## src/inc/pcl_pkg.sv

```systemverilog
// Register map, field positions and types of the port clock/loopback/pin-polarity block
package pcl_pkg;

  // Printed offsets are not all multiples of four: they are register indices
  localparam logic [7:0] IDX_CLOCK_TIMING = 8'h44;
  localparam logic [7:0] IDX_LOOP_ALARM   = 8'h46;
  localparam logic [7:0] IDX_TX_POLARITY  = 8'h4A;
  localparam logic [7:0] IDX_RX_POLARITY  = 8'h4C;
  localparam int unsigned ADDR_W = 10;

  // Writable bit masks; every other bit reads zero
  localparam logic [15:0] MASK_CLOCK_TIMING = 16'h001F;
  localparam logic [15:0] MASK_LOOP_ALARM   = 16'h07FF;
  localparam logic [15:0] MASK_TX_POLARITY  = 16'h17FF;
  localparam logic [15:0] MASK_RX_POLARITY  = 16'h16DE;

  localparam logic [15:0] RST_CLOCK_TIMING = 16'h0000;
  localparam logic [15:0] RST_LOOP_ALARM   = 16'h0000;
  localparam logic [15:0] RST_TX_POLARITY  = 16'h0000;
  localparam logic [15:0] RST_RX_POLARITY  = 16'h0000;

  // Clock/timing control field positions
  localparam int unsigned POS_LOOP_TIMING   = 4;
  localparam int unsigned POS_ADAPTER_DIS   = 3;
  localparam int unsigned POS_RX_FRAMER_TS  = 2;
  localparam int unsigned POS_TX_FRAMER_TS  = 1;
  localparam int unsigned POS_TX_LINE_TS    = 0;

  // Loopback/alarm field positions
  localparam int unsigned POS_LOOPBACK_LO   = 8;
  localparam int unsigned POS_SECOND_SEL_LO = 4;
  localparam int unsigned POS_FIRST_SEL_LO  = 0;

  // Transmit polarity bits
  localparam int unsigned POS_TX_FS_OUT   = 12;
  localparam int unsigned POS_TX_SER      = 10;
  localparam int unsigned POS_TX_OH_FS    = 9;
  localparam int unsigned POS_TX_OH_EN    = 8;
  localparam int unsigned POS_TX_OH_DAT   = 7;
  localparam int unsigned POS_TX_OH_CLK   = 6;
  localparam int unsigned POS_TX_FS_IN    = 5;
  localparam int unsigned POS_TX_NEG      = 4;
  localparam int unsigned POS_TX_DAT      = 3;
  localparam int unsigned POS_TX_LCLK     = 2;
  localparam int unsigned POS_TX_CLKO     = 1;
  localparam int unsigned POS_TX_CLKI     = 0;

  // Receive polarity bits
  localparam int unsigned POS_RX_FS_OUT   = 12;
  localparam int unsigned POS_RX_SER      = 10;
  localparam int unsigned POS_RX_OH_FS    = 9;
  localparam int unsigned POS_RX_OH_DAT   = 7;
  localparam int unsigned POS_RX_OH_CLK   = 6;
  localparam int unsigned POS_RX_NEG      = 4;
  localparam int unsigned POS_RX_POS      = 3;
  localparam int unsigned POS_RX_LCLK     = 2;
  localparam int unsigned POS_RX_CLKO     = 1;

  // Loopback codes
  localparam logic [2:0] LB_NONE    = 3'h0;
  localparam logic [2:0] LB_ANALOG  = 3'h1;
  localparam logic [2:0] LB_LINE    = 3'h2;
  localparam logic [2:0] LB_PAYLOAD = 3'h3;
  localparam logic [2:0] LB_DIAG_A  = 3'h4;
  localparam logic [2:0] LB_DIAG_B  = 3'h5;
  localparam logic [2:0] LB_LINE_DG = 3'h6;
  localparam logic [2:0] LB_DIAG_C  = 3'h7;

  // Alarm select codes
  localparam logic [3:0] AL_LOS     = 4'h0;
  localparam logic [3:0] AL_OOF     = 4'h1;
  localparam logic [3:0] AL_LOF     = 4'h2;
  localparam logic [3:0] AL_AIS     = 4'h3;
  localparam logic [3:0] AL_RAI     = 4'h4;
  localparam logic [3:0] AL_IDLE    = 4'h5;
  localparam logic [3:0] AL_COMBO_A = 4'hB;
  localparam logic [3:0] AL_COMBO_B = 4'hD;
  localparam logic [3:0] AL_RAI_IDL = 4'hE;
  localparam logic [3:0] AL_ALL     = 4'hF;

  // Alarm inputs, one bit each
  typedef struct packed {
    logic idle;
    logic remote_alarm_indication;
    logic alarm_indication;
    logic loss_of_frame_alarm;
    logic out_of_frame_alarm;
    logic line_loss_of_signal;
  } pcl_alarm_t;

  // Decoded loopback paths
  typedef struct packed {
    logic analog_loopback;
    logic line_loopback;
    logic payload_loopback;
    logic diagnostic_loopback;
  } pcl_loop_t;

  // Timing-reference and clock-source controls
  typedef struct packed {
    logic loop_timing_enable;
    logic adapter_clock_disable;
    logic rx_framer_timing_select;
    logic tx_framer_timing_select;
    logic tx_line_timing_select;
  } pcl_clk_ctrl_t;

  // Transmit clock source chosen from the controls
  typedef enum logic [1:0] {
    PCL_TXSRC_ADAPTER,
    PCL_TXSRC_PIN,
    PCL_TXSRC_RECEIVE
  } pcl_txsrc_t;

endpackage : pcl_pkg

```

## src/rtl/pcl_port_cfg.sv

```systemverilog
// Port clock, loopback, alarm-pin select and pin polarity configuration with APB slave
//
// Overview of operation
// - Loop timing set: transmit clock from receive side, transmit clock pin ignored.
// - Adapter disable clear allows adapter clocks; set without loopback uses clock pin.
// - Receive framer timing select: 0 output clocks, 1 input clocks.
// - Transmit framer timing select: 0 output clocks, 1 input clocks.
// - Transmit line timing select: 0 output clocks, 1 input clocks.
// - Loopback code decodes to analog, line, payload, diagnostic or line plus diagnostic.
// - Loopback field resets to no loopback.
// - Bits 7:4 select second pin alarm, driven only when globally enabled.
// - Bits 3:0 select first pin alarm, driven only when globally enabled.
// - Alarm codes pick single alarms or documented combinations.
// - Transmit invert bits 12, 10, 5 flip frame-start out, serial data, frame-start in.
// - Transmit invert bits 9..6 flip overhead frame-start, enable, data, clock.
// - Transmit invert bits 4, 3, 2 flip negative rail, data, line clock.
// - Transmit invert bits 1, 0 flip clock output and clock input.
// - Receive invert bits 12, 10 flip frame-start out and serial data.
// - Receive invert bits 9, 7, 6 flip overhead frame-start, data, clock.
// - Receive invert bits 4..1 flip negative, positive, line clock, clock output.
module pcl_port_cfg (
  input  wire logic                   pclk,
  input  wire logic                   presetn,
  input  wire logic                   psel,
  input  wire logic                   penable,
  input  wire logic                   pwrite,
  input  wire logic [9:0]             paddr,
  input  wire logic [31:0]            pwdata,
  input  wire logic [3:0]             pstrb,
  output logic                        pready,
  output logic [31:0]                 prdata,
  output logic                        pslverr,
  input  wire logic                   port_soft_reset,
  input  wire logic                   first_pin_global_en,
  input  wire logic                   second_pin_global_en,
  input  wire pcl_pkg::pcl_alarm_t    alarms,
  input  wire logic [12:0]            tx_pins_raw,
  input  wire logic [12:0]            rx_pins_raw,
  output logic                        first_general_pin,
  output logic                        second_general_pin,
  output pcl_pkg::pcl_loop_t          loop_paths,
  output pcl_pkg::pcl_clk_ctrl_t      clk_ctrl,
  output pcl_pkg::pcl_txsrc_t         tx_clock_source,
  output logic [12:0]                 tx_pins_adj,
  output logic [12:0]                 rx_pins_adj
);

  logic [15:0] clock_timing_q;
  logic [15:0] loop_alarm_q;
  logic [15:0] tx_polarity_q;
  logic [15:0] rx_polarity_q;
  logic [1:0]  gen1_sync_q;
  logic [1:0]  gen2_sync_q;
  logic [5:0]  alarm_meta_q;
  logic [5:0]  alarm_sync_q;
  logic [12:0] tx_meta_q;
  logic [12:0] tx_sync_q;
  logic [12:0] rx_meta_q;
  logic [12:0] rx_sync_q;
  logic        access;
  logic        wr_en;
  logic        hit;
  logic [7:0]  reg_idx;
  logic [15:0] wmask;
  logic [15:0] rdata_d;
  pcl_pkg::pcl_loop_t loop_d;
  logic        first_d;
  logic        second_d;

  // One wait state: every answer comes from a flop, a write lands on the pready edge
  assign access  = psel && penable;
  assign reg_idx = paddr[9:2];
  assign hit     = (paddr[1:0] == 2'h0) &&
                   (reg_idx == pcl_pkg::IDX_CLOCK_TIMING || reg_idx == pcl_pkg::IDX_LOOP_ALARM ||
                    reg_idx == pcl_pkg::IDX_TX_POLARITY  || reg_idx == pcl_pkg::IDX_RX_POLARITY);
  assign wr_en   = access && pwrite && hit && pready;
  assign wmask   = {{8{pstrb[1]}}, {8{pstrb[0]}}};

  // Software reset acts like presetn on the configuration state
  always_ff @(posedge pclk or negedge presetn) begin
    if (!presetn) begin
      clock_timing_q <= pcl_pkg::RST_CLOCK_TIMING;
      loop_alarm_q   <= pcl_pkg::RST_LOOP_ALARM;
      tx_polarity_q  <= pcl_pkg::RST_TX_POLARITY;
      rx_polarity_q  <= pcl_pkg::RST_RX_POLARITY;
    end else if (port_soft_reset) begin
      clock_timing_q <= pcl_pkg::RST_CLOCK_TIMING;
      loop_alarm_q   <= pcl_pkg::RST_LOOP_ALARM;
      tx_polarity_q  <= pcl_pkg::RST_TX_POLARITY;
      rx_polarity_q  <= pcl_pkg::RST_RX_POLARITY;
    end else if (wr_en) begin
      // Reserved bits masked so they never store
      unique case (reg_idx)
        pcl_pkg::IDX_CLOCK_TIMING: clock_timing_q <= (clock_timing_q & ~wmask) |
                                     (pwdata[15:0] & wmask & pcl_pkg::MASK_CLOCK_TIMING);
        pcl_pkg::IDX_LOOP_ALARM:   loop_alarm_q <= (loop_alarm_q & ~wmask) |
                                     (pwdata[15:0] & wmask & pcl_pkg::MASK_LOOP_ALARM);
        pcl_pkg::IDX_TX_POLARITY:  tx_polarity_q <= (tx_polarity_q & ~wmask) |
                                     (pwdata[15:0] & wmask & pcl_pkg::MASK_TX_POLARITY);
        pcl_pkg::IDX_RX_POLARITY:  rx_polarity_q <= (rx_polarity_q & ~wmask) |
                                     (pwdata[15:0] & wmask & pcl_pkg::MASK_RX_POLARITY);
        default: ;
      endcase
    end
  end

  always_comb begin
    rdata_d = 16'h0000;
    if (reg_idx == pcl_pkg::IDX_CLOCK_TIMING) begin
      rdata_d = clock_timing_q;
    end else if (reg_idx == pcl_pkg::IDX_LOOP_ALARM) begin
      rdata_d = loop_alarm_q;
    end else if (reg_idx == pcl_pkg::IDX_TX_POLARITY) begin
      rdata_d = tx_polarity_q;
    end else if (reg_idx == pcl_pkg::IDX_RX_POLARITY) begin
      rdata_d = rx_polarity_q;
    end
  end

  // Answer launched in the first access cycle, held for exactly the pready cycle
  // Error flags unmapped or misaligned addresses; registers untouched
  always_ff @(posedge pclk or negedge presetn) begin
    if (!presetn) begin
      pready  <= 1'b0;
      pslverr <= 1'b0;
      prdata  <= 32'h0000_0000;
    end else begin
      pready  <= access && !pready;
      pslverr <= access && !pready && !hit;
      prdata  <= (access && !pready && !pwrite && hit) ? {16'h0000, rdata_d} :
                 32'h0000_0000;
    end
  end

  // Pins and globally owned enables come from outside the pclk domain
  always_ff @(posedge pclk or negedge presetn) begin
    if (!presetn) begin
      gen1_sync_q  <= 2'h0;
      gen2_sync_q  <= 2'h0;
      alarm_meta_q <= 6'h00;
      alarm_sync_q <= 6'h00;
      tx_meta_q    <= 13'h0000;
      tx_sync_q    <= 13'h0000;
      rx_meta_q    <= 13'h0000;
      rx_sync_q    <= 13'h0000;
    end else begin
      gen1_sync_q  <= {gen1_sync_q[0], first_pin_global_en};
      gen2_sync_q  <= {gen2_sync_q[0], second_pin_global_en};
      alarm_meta_q <= alarms;
      alarm_sync_q <= alarm_meta_q;
      tx_meta_q    <= tx_pins_raw;
      tx_sync_q    <= tx_meta_q;
      rx_meta_q    <= rx_pins_raw;
      rx_sync_q    <= rx_meta_q;
    end
  end

  // Loopback decode
  always_comb begin
    loop_d = '0;
    unique case (loop_alarm_q[pcl_pkg::POS_LOOPBACK_LO +: 3])
      pcl_pkg::LB_NONE:    loop_d = '0;
      pcl_pkg::LB_ANALOG:  loop_d.analog_loopback = 1'b1;
      pcl_pkg::LB_LINE:    loop_d.line_loopback = 1'b1;
      pcl_pkg::LB_PAYLOAD: loop_d.payload_loopback = 1'b1;
      pcl_pkg::LB_DIAG_A,
      pcl_pkg::LB_DIAG_B,
      pcl_pkg::LB_DIAG_C:  loop_d.diagnostic_loopback = 1'b1;
      pcl_pkg::LB_LINE_DG: begin
        loop_d.line_loopback = 1'b1;
        loop_d.diagnostic_loopback = 1'b1;
      end
    endcase
  end

  function automatic logic alarm_pick(input logic [3:0] code, input pcl_pkg::pcl_alarm_t a);
    logic r;
    r = 1'b0;
    unique case (code)
      pcl_pkg::AL_LOS:     r = a.line_loss_of_signal;
      pcl_pkg::AL_OOF:     r = a.out_of_frame_alarm;
      pcl_pkg::AL_LOF:     r = a.loss_of_frame_alarm;
      pcl_pkg::AL_AIS:     r = a.alarm_indication;
      pcl_pkg::AL_RAI:     r = a.remote_alarm_indication;
      pcl_pkg::AL_IDLE:    r = a.idle;
      pcl_pkg::AL_COMBO_A,
      pcl_pkg::AL_COMBO_B: r = a.line_loss_of_signal | a.loss_of_frame_alarm |
                               a.alarm_indication;
      pcl_pkg::AL_RAI_IDL: r = a.remote_alarm_indication | a.idle;
      pcl_pkg::AL_ALL:     r = |a;
      default:             r = 1'b0;
    endcase
    return r;
  endfunction : alarm_pick

  assign first_d  = gen1_sync_q[1] &&
                    alarm_pick(loop_alarm_q[pcl_pkg::POS_FIRST_SEL_LO +: 4], alarm_sync_q);
  assign second_d = gen2_sync_q[1] &&
                    alarm_pick(loop_alarm_q[pcl_pkg::POS_SECOND_SEL_LO +: 4], alarm_sync_q);

  // Registered outputs
  always_ff @(posedge pclk or negedge presetn) begin
    if (!presetn) begin
      first_general_pin  <= 1'b0;
      second_general_pin <= 1'b0;
      loop_paths         <= '0;
      clk_ctrl           <= '0;
      tx_clock_source    <= pcl_pkg::PCL_TXSRC_ADAPTER;
    end else begin
      first_general_pin  <= first_d;
      second_general_pin <= second_d;
      loop_paths         <= loop_d;
      clk_ctrl.loop_timing_enable      <= clock_timing_q[pcl_pkg::POS_LOOP_TIMING];
      clk_ctrl.adapter_clock_disable   <= clock_timing_q[pcl_pkg::POS_ADAPTER_DIS];
      clk_ctrl.rx_framer_timing_select <= clock_timing_q[pcl_pkg::POS_RX_FRAMER_TS];
      clk_ctrl.tx_framer_timing_select <= clock_timing_q[pcl_pkg::POS_TX_FRAMER_TS];
      clk_ctrl.tx_line_timing_select   <= clock_timing_q[pcl_pkg::POS_TX_LINE_TS];
      // Loop timing has priority; adapter disable falls back to pin only without loopback
      if (clock_timing_q[pcl_pkg::POS_LOOP_TIMING]) begin
        tx_clock_source <= pcl_pkg::PCL_TXSRC_RECEIVE;
      end else if (clock_timing_q[pcl_pkg::POS_ADAPTER_DIS] && (loop_d == '0)) begin
        tx_clock_source <= pcl_pkg::PCL_TXSRC_PIN;
      end else begin
        tx_clock_source <= pcl_pkg::PCL_TXSRC_ADAPTER;
      end
    end
  end

  // Pin polarity: one XOR per pin, masks keep unnamed bits from flipping
  always_ff @(posedge pclk or negedge presetn) begin
    if (!presetn) begin
      tx_pins_adj <= 13'h0000;
      rx_pins_adj <= 13'h0000;
    end else begin
      tx_pins_adj <= tx_sync_q ^
                     (tx_polarity_q[12:0] & pcl_pkg::MASK_TX_POLARITY[12:0]);
      rx_pins_adj <= rx_sync_q ^
                     (rx_polarity_q[12:0] & pcl_pkg::MASK_RX_POLARITY[12:0]);
    end
  end

  // Assertions
  chk_loop_reset_none: assert property (@(posedge pclk)
    $rose(presetn) |-> loop_paths == '0) else $error("loopback not clear after reset");

  chk_loop_line_diag: assert property (@(posedge pclk) disable iff (!presetn)
    loop_alarm_q[10:8] == pcl_pkg::LB_LINE_DG |=> loop_paths.line_loopback &&
      loop_paths.diagnostic_loopback && !loop_paths.analog_loopback)
    else $error("line plus diagnostic decode wrong");

  chk_loop_onehot: assert property (@(posedge pclk) disable iff (!presetn)
    loop_alarm_q[10:8] inside {3'h1, 3'h2, 3'h3, 3'h4, 3'h5, 3'h7} |=> $onehot(loop_paths))
    else $error("single loopback decode not one-hot");

  chk_loop_timing_src: assert property (@(posedge pclk) disable iff (!presetn)
    clock_timing_q[4] |=> tx_clock_source == pcl_pkg::PCL_TXSRC_RECEIVE)
    else $error("loop timing did not select receive clock");

  chk_adapter_pin_src: assert property (@(posedge pclk) disable iff (!presetn)
    !clock_timing_q[4] && clock_timing_q[3] && loop_alarm_q[10:8] == 3'h0
      |=> tx_clock_source == pcl_pkg::PCL_TXSRC_PIN)
    else $error("adapter disable did not select clock pin");

  chk_first_pin_gate: assert property (@(posedge pclk) disable iff (!presetn)
    !gen1_sync_q[1] |=> !first_general_pin) else $error("first pin driven while disabled");

  chk_second_pin_idle: assert property (@(posedge pclk) disable iff (!presetn)
    loop_alarm_q[7:4] inside {4'h6, 4'h7, 4'h8, 4'h9, 4'hA, 4'hC} |=> !second_general_pin)
    else $error("unassigned code drove second pin");

  chk_first_all_alarms: assert property (@(posedge pclk) disable iff (!presetn)
    gen1_sync_q[1] && loop_alarm_q[3:0] == 4'hF && |alarm_sync_q |=> first_general_pin)
    else $error("all-alarm code missed an alarm");

  chk_tx_invert: assert property (@(posedge pclk) disable iff (!presetn)
    1'b1 |=> tx_pins_adj[12] == ($past(tx_sync_q[12]) ^ $past(tx_polarity_q[12])))
    else $error("transmit frame-start output polarity wrong");

  chk_rx_reserved: assert property (@(posedge pclk) disable iff (!presetn)
    1'b1 |=> rx_pins_adj[0] == $past(rx_sync_q[0])) else $error("reserved invert bit acted");

  chk_apb_read_zero: assert property (@(posedge pclk) disable iff (!presetn)
    access && !pwrite && reg_idx == pcl_pkg::IDX_CLOCK_TIMING |-> prdata[31:5] == '0)
    else $error("reserved bits read non-zero");

  chk_timing_selects: assert property (@(posedge pclk) disable iff (!presetn)
    1'b1 |=> clk_ctrl[2:0] == $past(clock_timing_q[2:0]))
    else $error("timing reference selects not passed on");

  chk_adapter_src: assert property (@(posedge pclk) disable iff (!presetn)
    !clock_timing_q[4] && !clock_timing_q[3]
      |=> tx_clock_source == pcl_pkg::PCL_TXSRC_ADAPTER)
    else $error("adapter clock not used while allowed");

  chk_second_pin_gate: assert property (@(posedge pclk) disable iff (!presetn)
    !gen2_sync_q[1] |=> !second_general_pin) else $error("second pin driven while disabled");

  chk_first_pin_idle: assert property (@(posedge pclk) disable iff (!presetn)
    loop_alarm_q[3:0] inside {4'h6, 4'h7, 4'h8, 4'h9, 4'hA, 4'hC} |=> !first_general_pin)
    else $error("unassigned code drove first pin");

  chk_second_rai_idle: assert property (@(posedge pclk) disable iff (!presetn)
    gen2_sync_q[1] && loop_alarm_q[7:4] == 4'hE
      |=> second_general_pin == ($past(alarm_sync_q[4]) || $past(alarm_sync_q[5])))
    else $error("remote alarm or idle combination wrong");

  chk_tx_polarity: assert property (@(posedge pclk) disable iff (!presetn)
    1'b1 |=> tx_pins_adj[10:0] == ($past(tx_sync_q[10:0]) ^ $past(tx_polarity_q[10:0])))
    else $error("transmit pin polarity wrong");

  chk_rx_polarity: assert property (@(posedge pclk) disable iff (!presetn)
    1'b1 |=> rx_pins_adj[12:1] == ($past(rx_sync_q[12:1]) ^ $past(rx_polarity_q[12:1])))
    else $error("receive pin polarity wrong");

  cov_line_diag: cover property (@(posedge pclk) disable iff (!presetn)
    loop_paths.line_loopback && loop_paths.diagnostic_loopback);
  cov_loop_timing: cover property (@(posedge pclk) disable iff (!presetn)
    tx_clock_source == pcl_pkg::PCL_TXSRC_RECEIVE);
  cov_second_pin: cover property (@(posedge pclk) disable iff (!presetn) second_general_pin);
  cov_write_then_read: cover property (@(posedge pclk) disable iff (!presetn)
    wr_en ##[1:4] (access && !pwrite && hit));

endmodule : pcl_port_cfg

```

## config.mk

```make
export PLATFORM = sky130hd
export DESIGN_NAME = pcl_port_cfg
export DESIGN_NICKNAME = d
export VERILOG_FILES = /design/src/inc/pcl_pkg.sv /design/src/rtl/pcl_port_cfg.sv
export SDC_FILE = /design/constraint.sdc
export NUM_CORES = 1
export LEC_CHECK = 0
export BUFFER_PORTS_ARGS = -buffer_cell sky130_fd_sc_hd__buf_2
export CELL_PAD_IN_SITES_DETAIL_PLACEMENT = 0
export CELL_PAD_IN_SITES_GLOBAL_PLACEMENT = 1
export CORE_ASPECT_RATIO = 0.5
export CORE_MARGIN = 1.5
export CORE_UTILIZATION = 42
export DETAILED_ROUTE_END_ITERATION = 8
export PLACE_DENSITY_LB_ADDON = 0.1
export SLEW_MARGIN = 40
export SYNTH_ARGS = -nofsm -noshare
export SYNTH_HDL_FRONTEND = slang
export SYNTH_SLANG_ARGS = --single-unit
```

## constraint.sdc

```tcl
create_clock -name pclk -period 1.94 [get_ports pclk]
set_clock_uncertainty 0.15 [all_clocks]
set_input_delay 0.097 -clock pclk [delete_from_list [all_inputs] [get_ports pclk]]
set_output_delay 0.097 -clock pclk [all_outputs]
set_load 0.02 [all_outputs]
```

==> flow_summary_export.csv, run 1 <==
group,metric,value,unit
status,status,"finished clean",
cells_and_area,drive_above_1_share,0.248,
synth,synthCells,559,
setup_path,critPathMostFrequentCell,"dlygate4sd3_1",
synth,yosysTopAreaCellShare,0.677,
setup_path,cp-end-kind,"register",
sta,finalMaxSlewViolations,0,
setup_path,cp_max_fo,7,
sta,max_freq,543,MHz
synth,synthSimpleGateAreaFrac,0.127,
synth,synth-compound-area-share,0.110,
sta,final_hold_viol_count,0,
clock_tree,htreeDepth,4,
power_and_ir_drop,ir_drop,0.642,mV
clock_tree,clockBufferDepth,2,
die,num_io_pins,159,
synth,synthMuxAreaShare,0.00738,
drt,routedWlPerCell,16.8,um
setup_path,path_buf_inv,3,
clock_tree,clk_latency,0.44,ns
placed_design,place.gp.congestion,0.813,
cells_and_area,diodes,0,
die,die_area,0.0174,mm2
drt,drt_iter0_drc,339,
clock_tree,cts_tree,"done",
synth,synth_flop_cell,"dfrtp_1",
setup_path,cp.required,2.12,ns
synth,yosys.cell_types.count,46,
cells_and_area,final_cells,980,
synth,synthArstFlopShare,1.00,
global_route,grt_pass1_wl,26.8,mm
drt,wl,16.5,mm
die,fp-row-count,32,
synth,netlist_area,0.00695,mm2
die,die_w,185,um
drt,via_count,4867,
synth,synthTopCellsByArea,"dfrtp_1 68%, a21oi_1 2.8%, o21ai_0 2.8%, nand3_1 2.7%, xor2_1 2.6%",
sta,final.setup.tns,0,ns
synth,yosys_register_bits,188,
setup_path,crit_path_start_kind,"input port",
synth,yosysSeqAreaShare,0.677,
drt,antenna_left,0,
global_route,grt_max_degree,57,
sta,setup_violations,0,
cells_and_area,fin_nets,832,
setup_path,path_class,"in2reg",
synth,synth_top_cell_by_area,"dfrtp_1",
clock_tree,clock_sinks,188,
setup_path,slowest_stage,"dlygate4sd3_1",
global_route,grt_usage,0.208,
die,die_h,94.0,um
die,initial_utilization,0.441,
die,core,0.0158,mm2
global_route,grt-ovfl-total,0,
clock_tree,root_buffer,"clkbuf_16",
placed_design,io_buffers,120,
synth,yosysMostFrequentCell,"dfrtp_1",
cells_and_area,fillers,1349,
sta,rsz0062_at_grt,"false",
synth,syn_area_per_cell,12.4,um2
hold_path,hp-class,"in2async",
clock_tree,cts.reportedPaths.clkPinSlew,0.07,ns
drt,via_per_inst,4.97,
setup_path,crit_family,"buffers and inverters",
drt,dr.pass1.iters,5,
placed_design,dp_slack,0.213,ns
synth,ys_warn_count,0,
global_route,antenna_found_initial,0,
synth,synth_xor_area_frac,0.0265,
setup_path,cp_data_arrival_time,2.02,ns
setup_path,max_stage_delay,0.56,ns
power_and_ir_drop,total_power,8120,uW
placed_design,dpl.hpwl,10.8,mm
synth,synth_top_family_by_area,"simple AND/OR/NAND/NOR gates",
synth,synth-edff-count,0,
sta,fin_crit_sh,0.950,
power_and_ir_drop,power_density,898,mW/mm2
flow_run,drv_cap,0,
placed_design,dp.cells,887,
sta,post-route-min-period,1.84,ns
setup_path,worstPathCellList,"dlygate4sd3_1 -> buf_2 -> nor4b_4 -> o211a_1 -> dlygate4sd3_1 -> nor2_1",
power_and_ir_drop,p_leak,0.00423,uW
sta,fin_ws,0.0976,ns
synth,synth.top_cells.by_count,"188 x dfrtp_1, 39 x a21oi_1, 39 x o21ai_0",
clock_tree,cts_made_buffers,17,
drt,drc,0,
global_route,grt_pass1_vias,4901,
synth,synth_fa_ha_area_frac,0,
cells_and_area,area_growth,30.1,%
## worst paths after layout
kind	slack [ns]	startpoint	end	depth (start not counted)
worst max-delay path	0.1	paddr[0]	pslverr	6
worst min-delay path	0.04	presetn	rx_sync_q[5]	2
max in group asynchronous	0.99	presetn	clock_timing_q[9]	3
min in group pclk	0.08	penable	prdata[5]	6
worst max register to register	0.18	pready	clock_timing_q[11]	4
worst min register to register	0.20	tx_meta_q[3]	tx_sync_q[3]	0
## area by class of cell
type,count,area (um2),area share
clock inverter,14,153,0.0169
tap,221,277,0.0306
clock buffer,18,439,0.0486
multi-input combinational,320,1940,0.215
sequential,188,4700,0.520
inverter,16,60.1,0.00664
timing repair buffer,203,1470,0.162
## per-layer routing
layer,up-vias,track usage,routed length (um)
li1,2270,-,-
met1,2429,0.287,7740
met2,150,0.321,7620
met3,18,0.0570,904
met4,0,0.0664,182
met5,-,0,0
## stage by stage
stage | utilization | hold slack [ns] | instance area (um2)
4_1_cts | 0.572 | 0.0433 | 9030
2_1_floorplan | - | -0.349 | 7010
3_3_place_gp | 0.497 | -0.0573 | 7850
5_1_grt | 0.573 | 0.0809 | 9040
6_report | 0.573 | 0.0398 | 9040
3_5_place_dp | 0.497 | -0.0510 | 7850
## cells by family after synthesis
logic type,count (synthesis)
and+or+nand+nor,151
other,1
muxes,5
DFF,188
buffers and inverters,66
AOI/OAI and AO/OA,127
xor gates and xnor gates,21
## flip-flops by register name (all words and copies together), names as in the netlist, 4 cells and up
signal,count
clock_timing_q,16
loop_alarm_q,16
prdata,16
rx_polarity_q,16
tx_polarity_q,16
rx_meta_q,13
rx_pins_adj,13
rx_sync_q,13
tx_meta_q,13
tx_pins_adj,13
tx_sync_q,13
alarm_meta_q,6
alarm_sync_q,6
clk_ctrl,5
loop_paths,4
## report_power, final
group / internal (uW) / switching, uW
combinational: 224 / 322
sequential: 4020 / 35.0
clock: 1860 / 1660
total: 6100 / 2020
## what timing repair did
item,in CTS,in global routing
gates resized for setup,0,1
hold buffers,59,0
setup buffers,0,2
endpoints found under the hold margin,281,0
setup endpoints to repair,0,1
## cells in the final DEF, fill, tap and decap left out, drive strengths merged, types with 2 or more instances in the layout
cell           n
buf          143
a21oi         42
nor3b          9
a22oi         16
o32ai          2
clkinv         5
nor4           2
mux2i          4
nor3          18
dfrtp        188
clkinvlp       3
nor2b         20
dlygate4sd3   59
and4           4
o22ai         15
a211oi         2
nand4          2
xor2          21
conb          16
and2          22
inv           21
nand2          5
nand3         38
o21ai         39
nor2          23
o211ai         2
nand4bb        2
a2111oi        4
o311ai         2
clkbuf        19
(Power assumes the default switching activity.)
==> inputs of run 2 (changes only) <==
--- a/config.mk
+++ b/config.mk
@@ -5,13 +5,13 @@
 export SDC_FILE = /design/constraint.sdc
 export NUM_CORES = 1
 export LEC_CHECK = 0
-export BUFFER_PORTS_ARGS = -buffer_cell sky130_fd_sc_hd__buf_2
 export CELL_PAD_IN_SITES_DETAIL_PLACEMENT = 0
 export CELL_PAD_IN_SITES_GLOBAL_PLACEMENT = 1
 export CORE_ASPECT_RATIO = 0.5
 export CORE_MARGIN = 1.5
-export CORE_UTILIZATION = 42
+export CORE_UTILIZATION = 49
 export DETAILED_ROUTE_END_ITERATION = 8
+export DONT_BUFFER_PORTS = 1
 export PLACE_DENSITY_LB_ADDON = 0.1
 export SLEW_MARGIN = 40
 export SYNTH_ARGS = -nofsm -noshare
==> run 2 against run 1 <==
The flow now finishes with violations (negative hold slack). Via count fell by 6.8%. Hold slack got worse by 0.83 ns. Core utilization rose by 3.4 points. Wire length fell by 3.9%. Maximum frequency rose by 0.92%. Power fell by 3.9%. Non-clock buffer count fell by 122. Final cell count fell by 15%. Register-to-register slack got worse by 0.05 ns. Sequential power rose by 1%. Sequential share of layout area rose by 4.5 points. Count of clock-buffer cells in the layout rose by 1. Critical path type unchanged.
==> flow_summary_export.csv, run 2 (synthesized netlist as in run 1, its figures left out) <==
group,metric,value,unit
die,die_h,87.2,um
sta,final_hold_viol_count,188,
setup_path,cp.required,2.12,ns
drt,drt_iter0_drc,434,
die,num_io_pins,159,
clock_tree,root_buffer,"clkbuf_16",
placed_design,dpl.hpwl,9.34,mm
setup_path,r2r_cells,5,
power_and_ir_drop,total_power,7800,uW
cells_and_area,diodes,0,
cells_and_area,drive_above_1_share,0.0895,
cells_and_area,layout_commonest_cell,"dfrtp_1",
clock_tree,cts.reportedPaths.clkPinSlew,0.07,ns
setup_path,cp_data_arrival_time,2.00,ns
sta,fin_crit_sh,0.941,
drt,via_per_inst,5.47,
clock_tree,hold_buffers,71,
setup_path,r2r-start,"loop_alarm_q[4]",
power_and_ir_drop,power_density,937,mW/mm2
hold_path,hp-class,"in2async",
setup_path,r2r_setup_slack,0.13,ns
flow_run,drv_cap,0,
sta,hold_slack,-0.790,ns
sta,post-route-min-period,1.83,ns
status,violations,"negative hold slack",
setup_path,cp_max_fo,16,
cells_and_area,mostFrequentLayoutCells,"188 x dfrtp_1, 69 x dlygate4sd3_1, 39 x o21ai_0, 39 x a21oi_1, 36 x nand3_1",
placed_design,place.gp.congestion,0.749,
setup_path,path_class,"in2reg",
sta,max-slew-margin-rel,0.461,
drt,antenna_left,0,
clock_tree,clock_sinks,188,
sta,final.setup.tns,0,ns
sta,tightest_slew,0.806,ns
clock_tree,cts_tree,"done",
global_route,antenna_found_initial,0,
drt,via_count,4536,
sta,setup_violations,0,
global_route,grt_pass1_vias,4503,
cells_and_area,area_growth,19.7,%
drt,wl,15.8,mm
sta,fin_ws,0.114,ns
setup_path,r2r_end,"prdata[4]",
global_route,grt-ovfl-total,0,
clock_tree,cts_setup_buffers,0,
sta,max_freq,548,MHz
clock_tree,clockBufferDepth,2,
power_and_ir_drop,ir_drop,0.744,mV
drt,drc,0,
placed_design,io_buffers,0,
global_route,grt_pass1_wl,25.1,mm
placed_design,dp.cells,726,
setup_path,worstSetupEndpoint,"prdata[11]",
cells_and_area,fin_nets,710,
drt,dr.pass1.iters,5,
die,die_w,171,um
status,status,"complete, but fails checks",
die,core,0.0137,mm2
clock_tree,htreeDepth,4,
setup_path,crit_path_start_kind,"input port",
die,fp-row-count,30,
drt,routedWlPerCell,19.1,um
clock_tree,cts_made_buffers,17,
placed_design,dp_slack,0.240,ns
setup_path,max_stage_delay,0.58,ns
die,die_area,0.0150,mm2
sta,rsz0062_at_grt,"false",
die,initial_utilization,0.507,
global_route,grt_usage,0.230,
setup_path,cp-end-kind,"register",
power_and_ir_drop,p_leak,0.00366,uW
clock_tree,clk_latency,0.44,ns
setup_path,crit_start,"paddr[2]",
global_route,grt_max_degree,189,
sta,finalMaxSlewViolations,0,
setup_path,slowest_stage,"dlygate4sd3_1",
setup_path,worstPathCellList,"dlygate4sd3_1 -> nor4b_4 -> o211a_1 -> nand2_2 -> nor3_1",
cells_and_area,final_cells,829,
## run 2: cell types whose count changed in the layout (fill, tap and decap cells not counted), sizes merged
cell / delta
dlygate4sd3: +10
buf: -131
bufinv: -1
clkinvlp: -2
inv: +2
## run 2: worst max-delay path, delay by kind of cell
family	cells	cell delay, ns
compound gates	1	0.26
buf+inv	1	0.58
simple gates	3	1.06
## run 2: where the power goes
group,switching (uW),internal [uW],leakage (uW)
Combinational,172,147,0.000973
Clock,1610,1770,0.000283
Sequential,81.0,4020,0.00241
Total,1860,5930,0.00366
## run 2: per-layer routing
| metal | share of wire | GRT usage |
|---|---|---|
| met1 | 0.45 | 0.317 |
| met4 | 0.0099 | 0.0574 |
| met5 | 0 | 0 |
| met2 | 0.47 | 0.359 |
| met3 | 0.071 | 0.0727 |
## run 2: layout make-up
type	instances	area, um2
multi-input cells	320	1950
clock buffers	19	453
fillers	1085	5380
well taps	192	240
inverters	16	60.1
flip-flops and latches	188	4700
repair buffers	81	791
clock inverters	13	124
## run 2: repair_timing
action / CTS / global route
resized for setup: 0 / 1
endpoints found under the setup margin: 0 / 8
hold endpoints to repair: 304 / 188
## run 2: how the worst min path moves through the flow
stage | to | slack, ns | cells after the start
floorplan | alarm_meta_q[0] | -0.35 | 0
global placement | tx_pins_adj[9] | -0.34 | 0
detailed placement | tx_pins_adj[8] | -0.34 | 0
CTS | pready | -0.81 | 0
global route | tx_pins_adj[9] | -0.82 | 0
finish | tx_pins_adj[9] | -0.79 | 0
## run 2: through the flow
step,util,instance area (um2)
global placement,0.513,7020
CTS,0.607,8320
global route,0.607,8320
floorplan,-,7010
finish,0.607,8320
detailed placement,0.513,7020
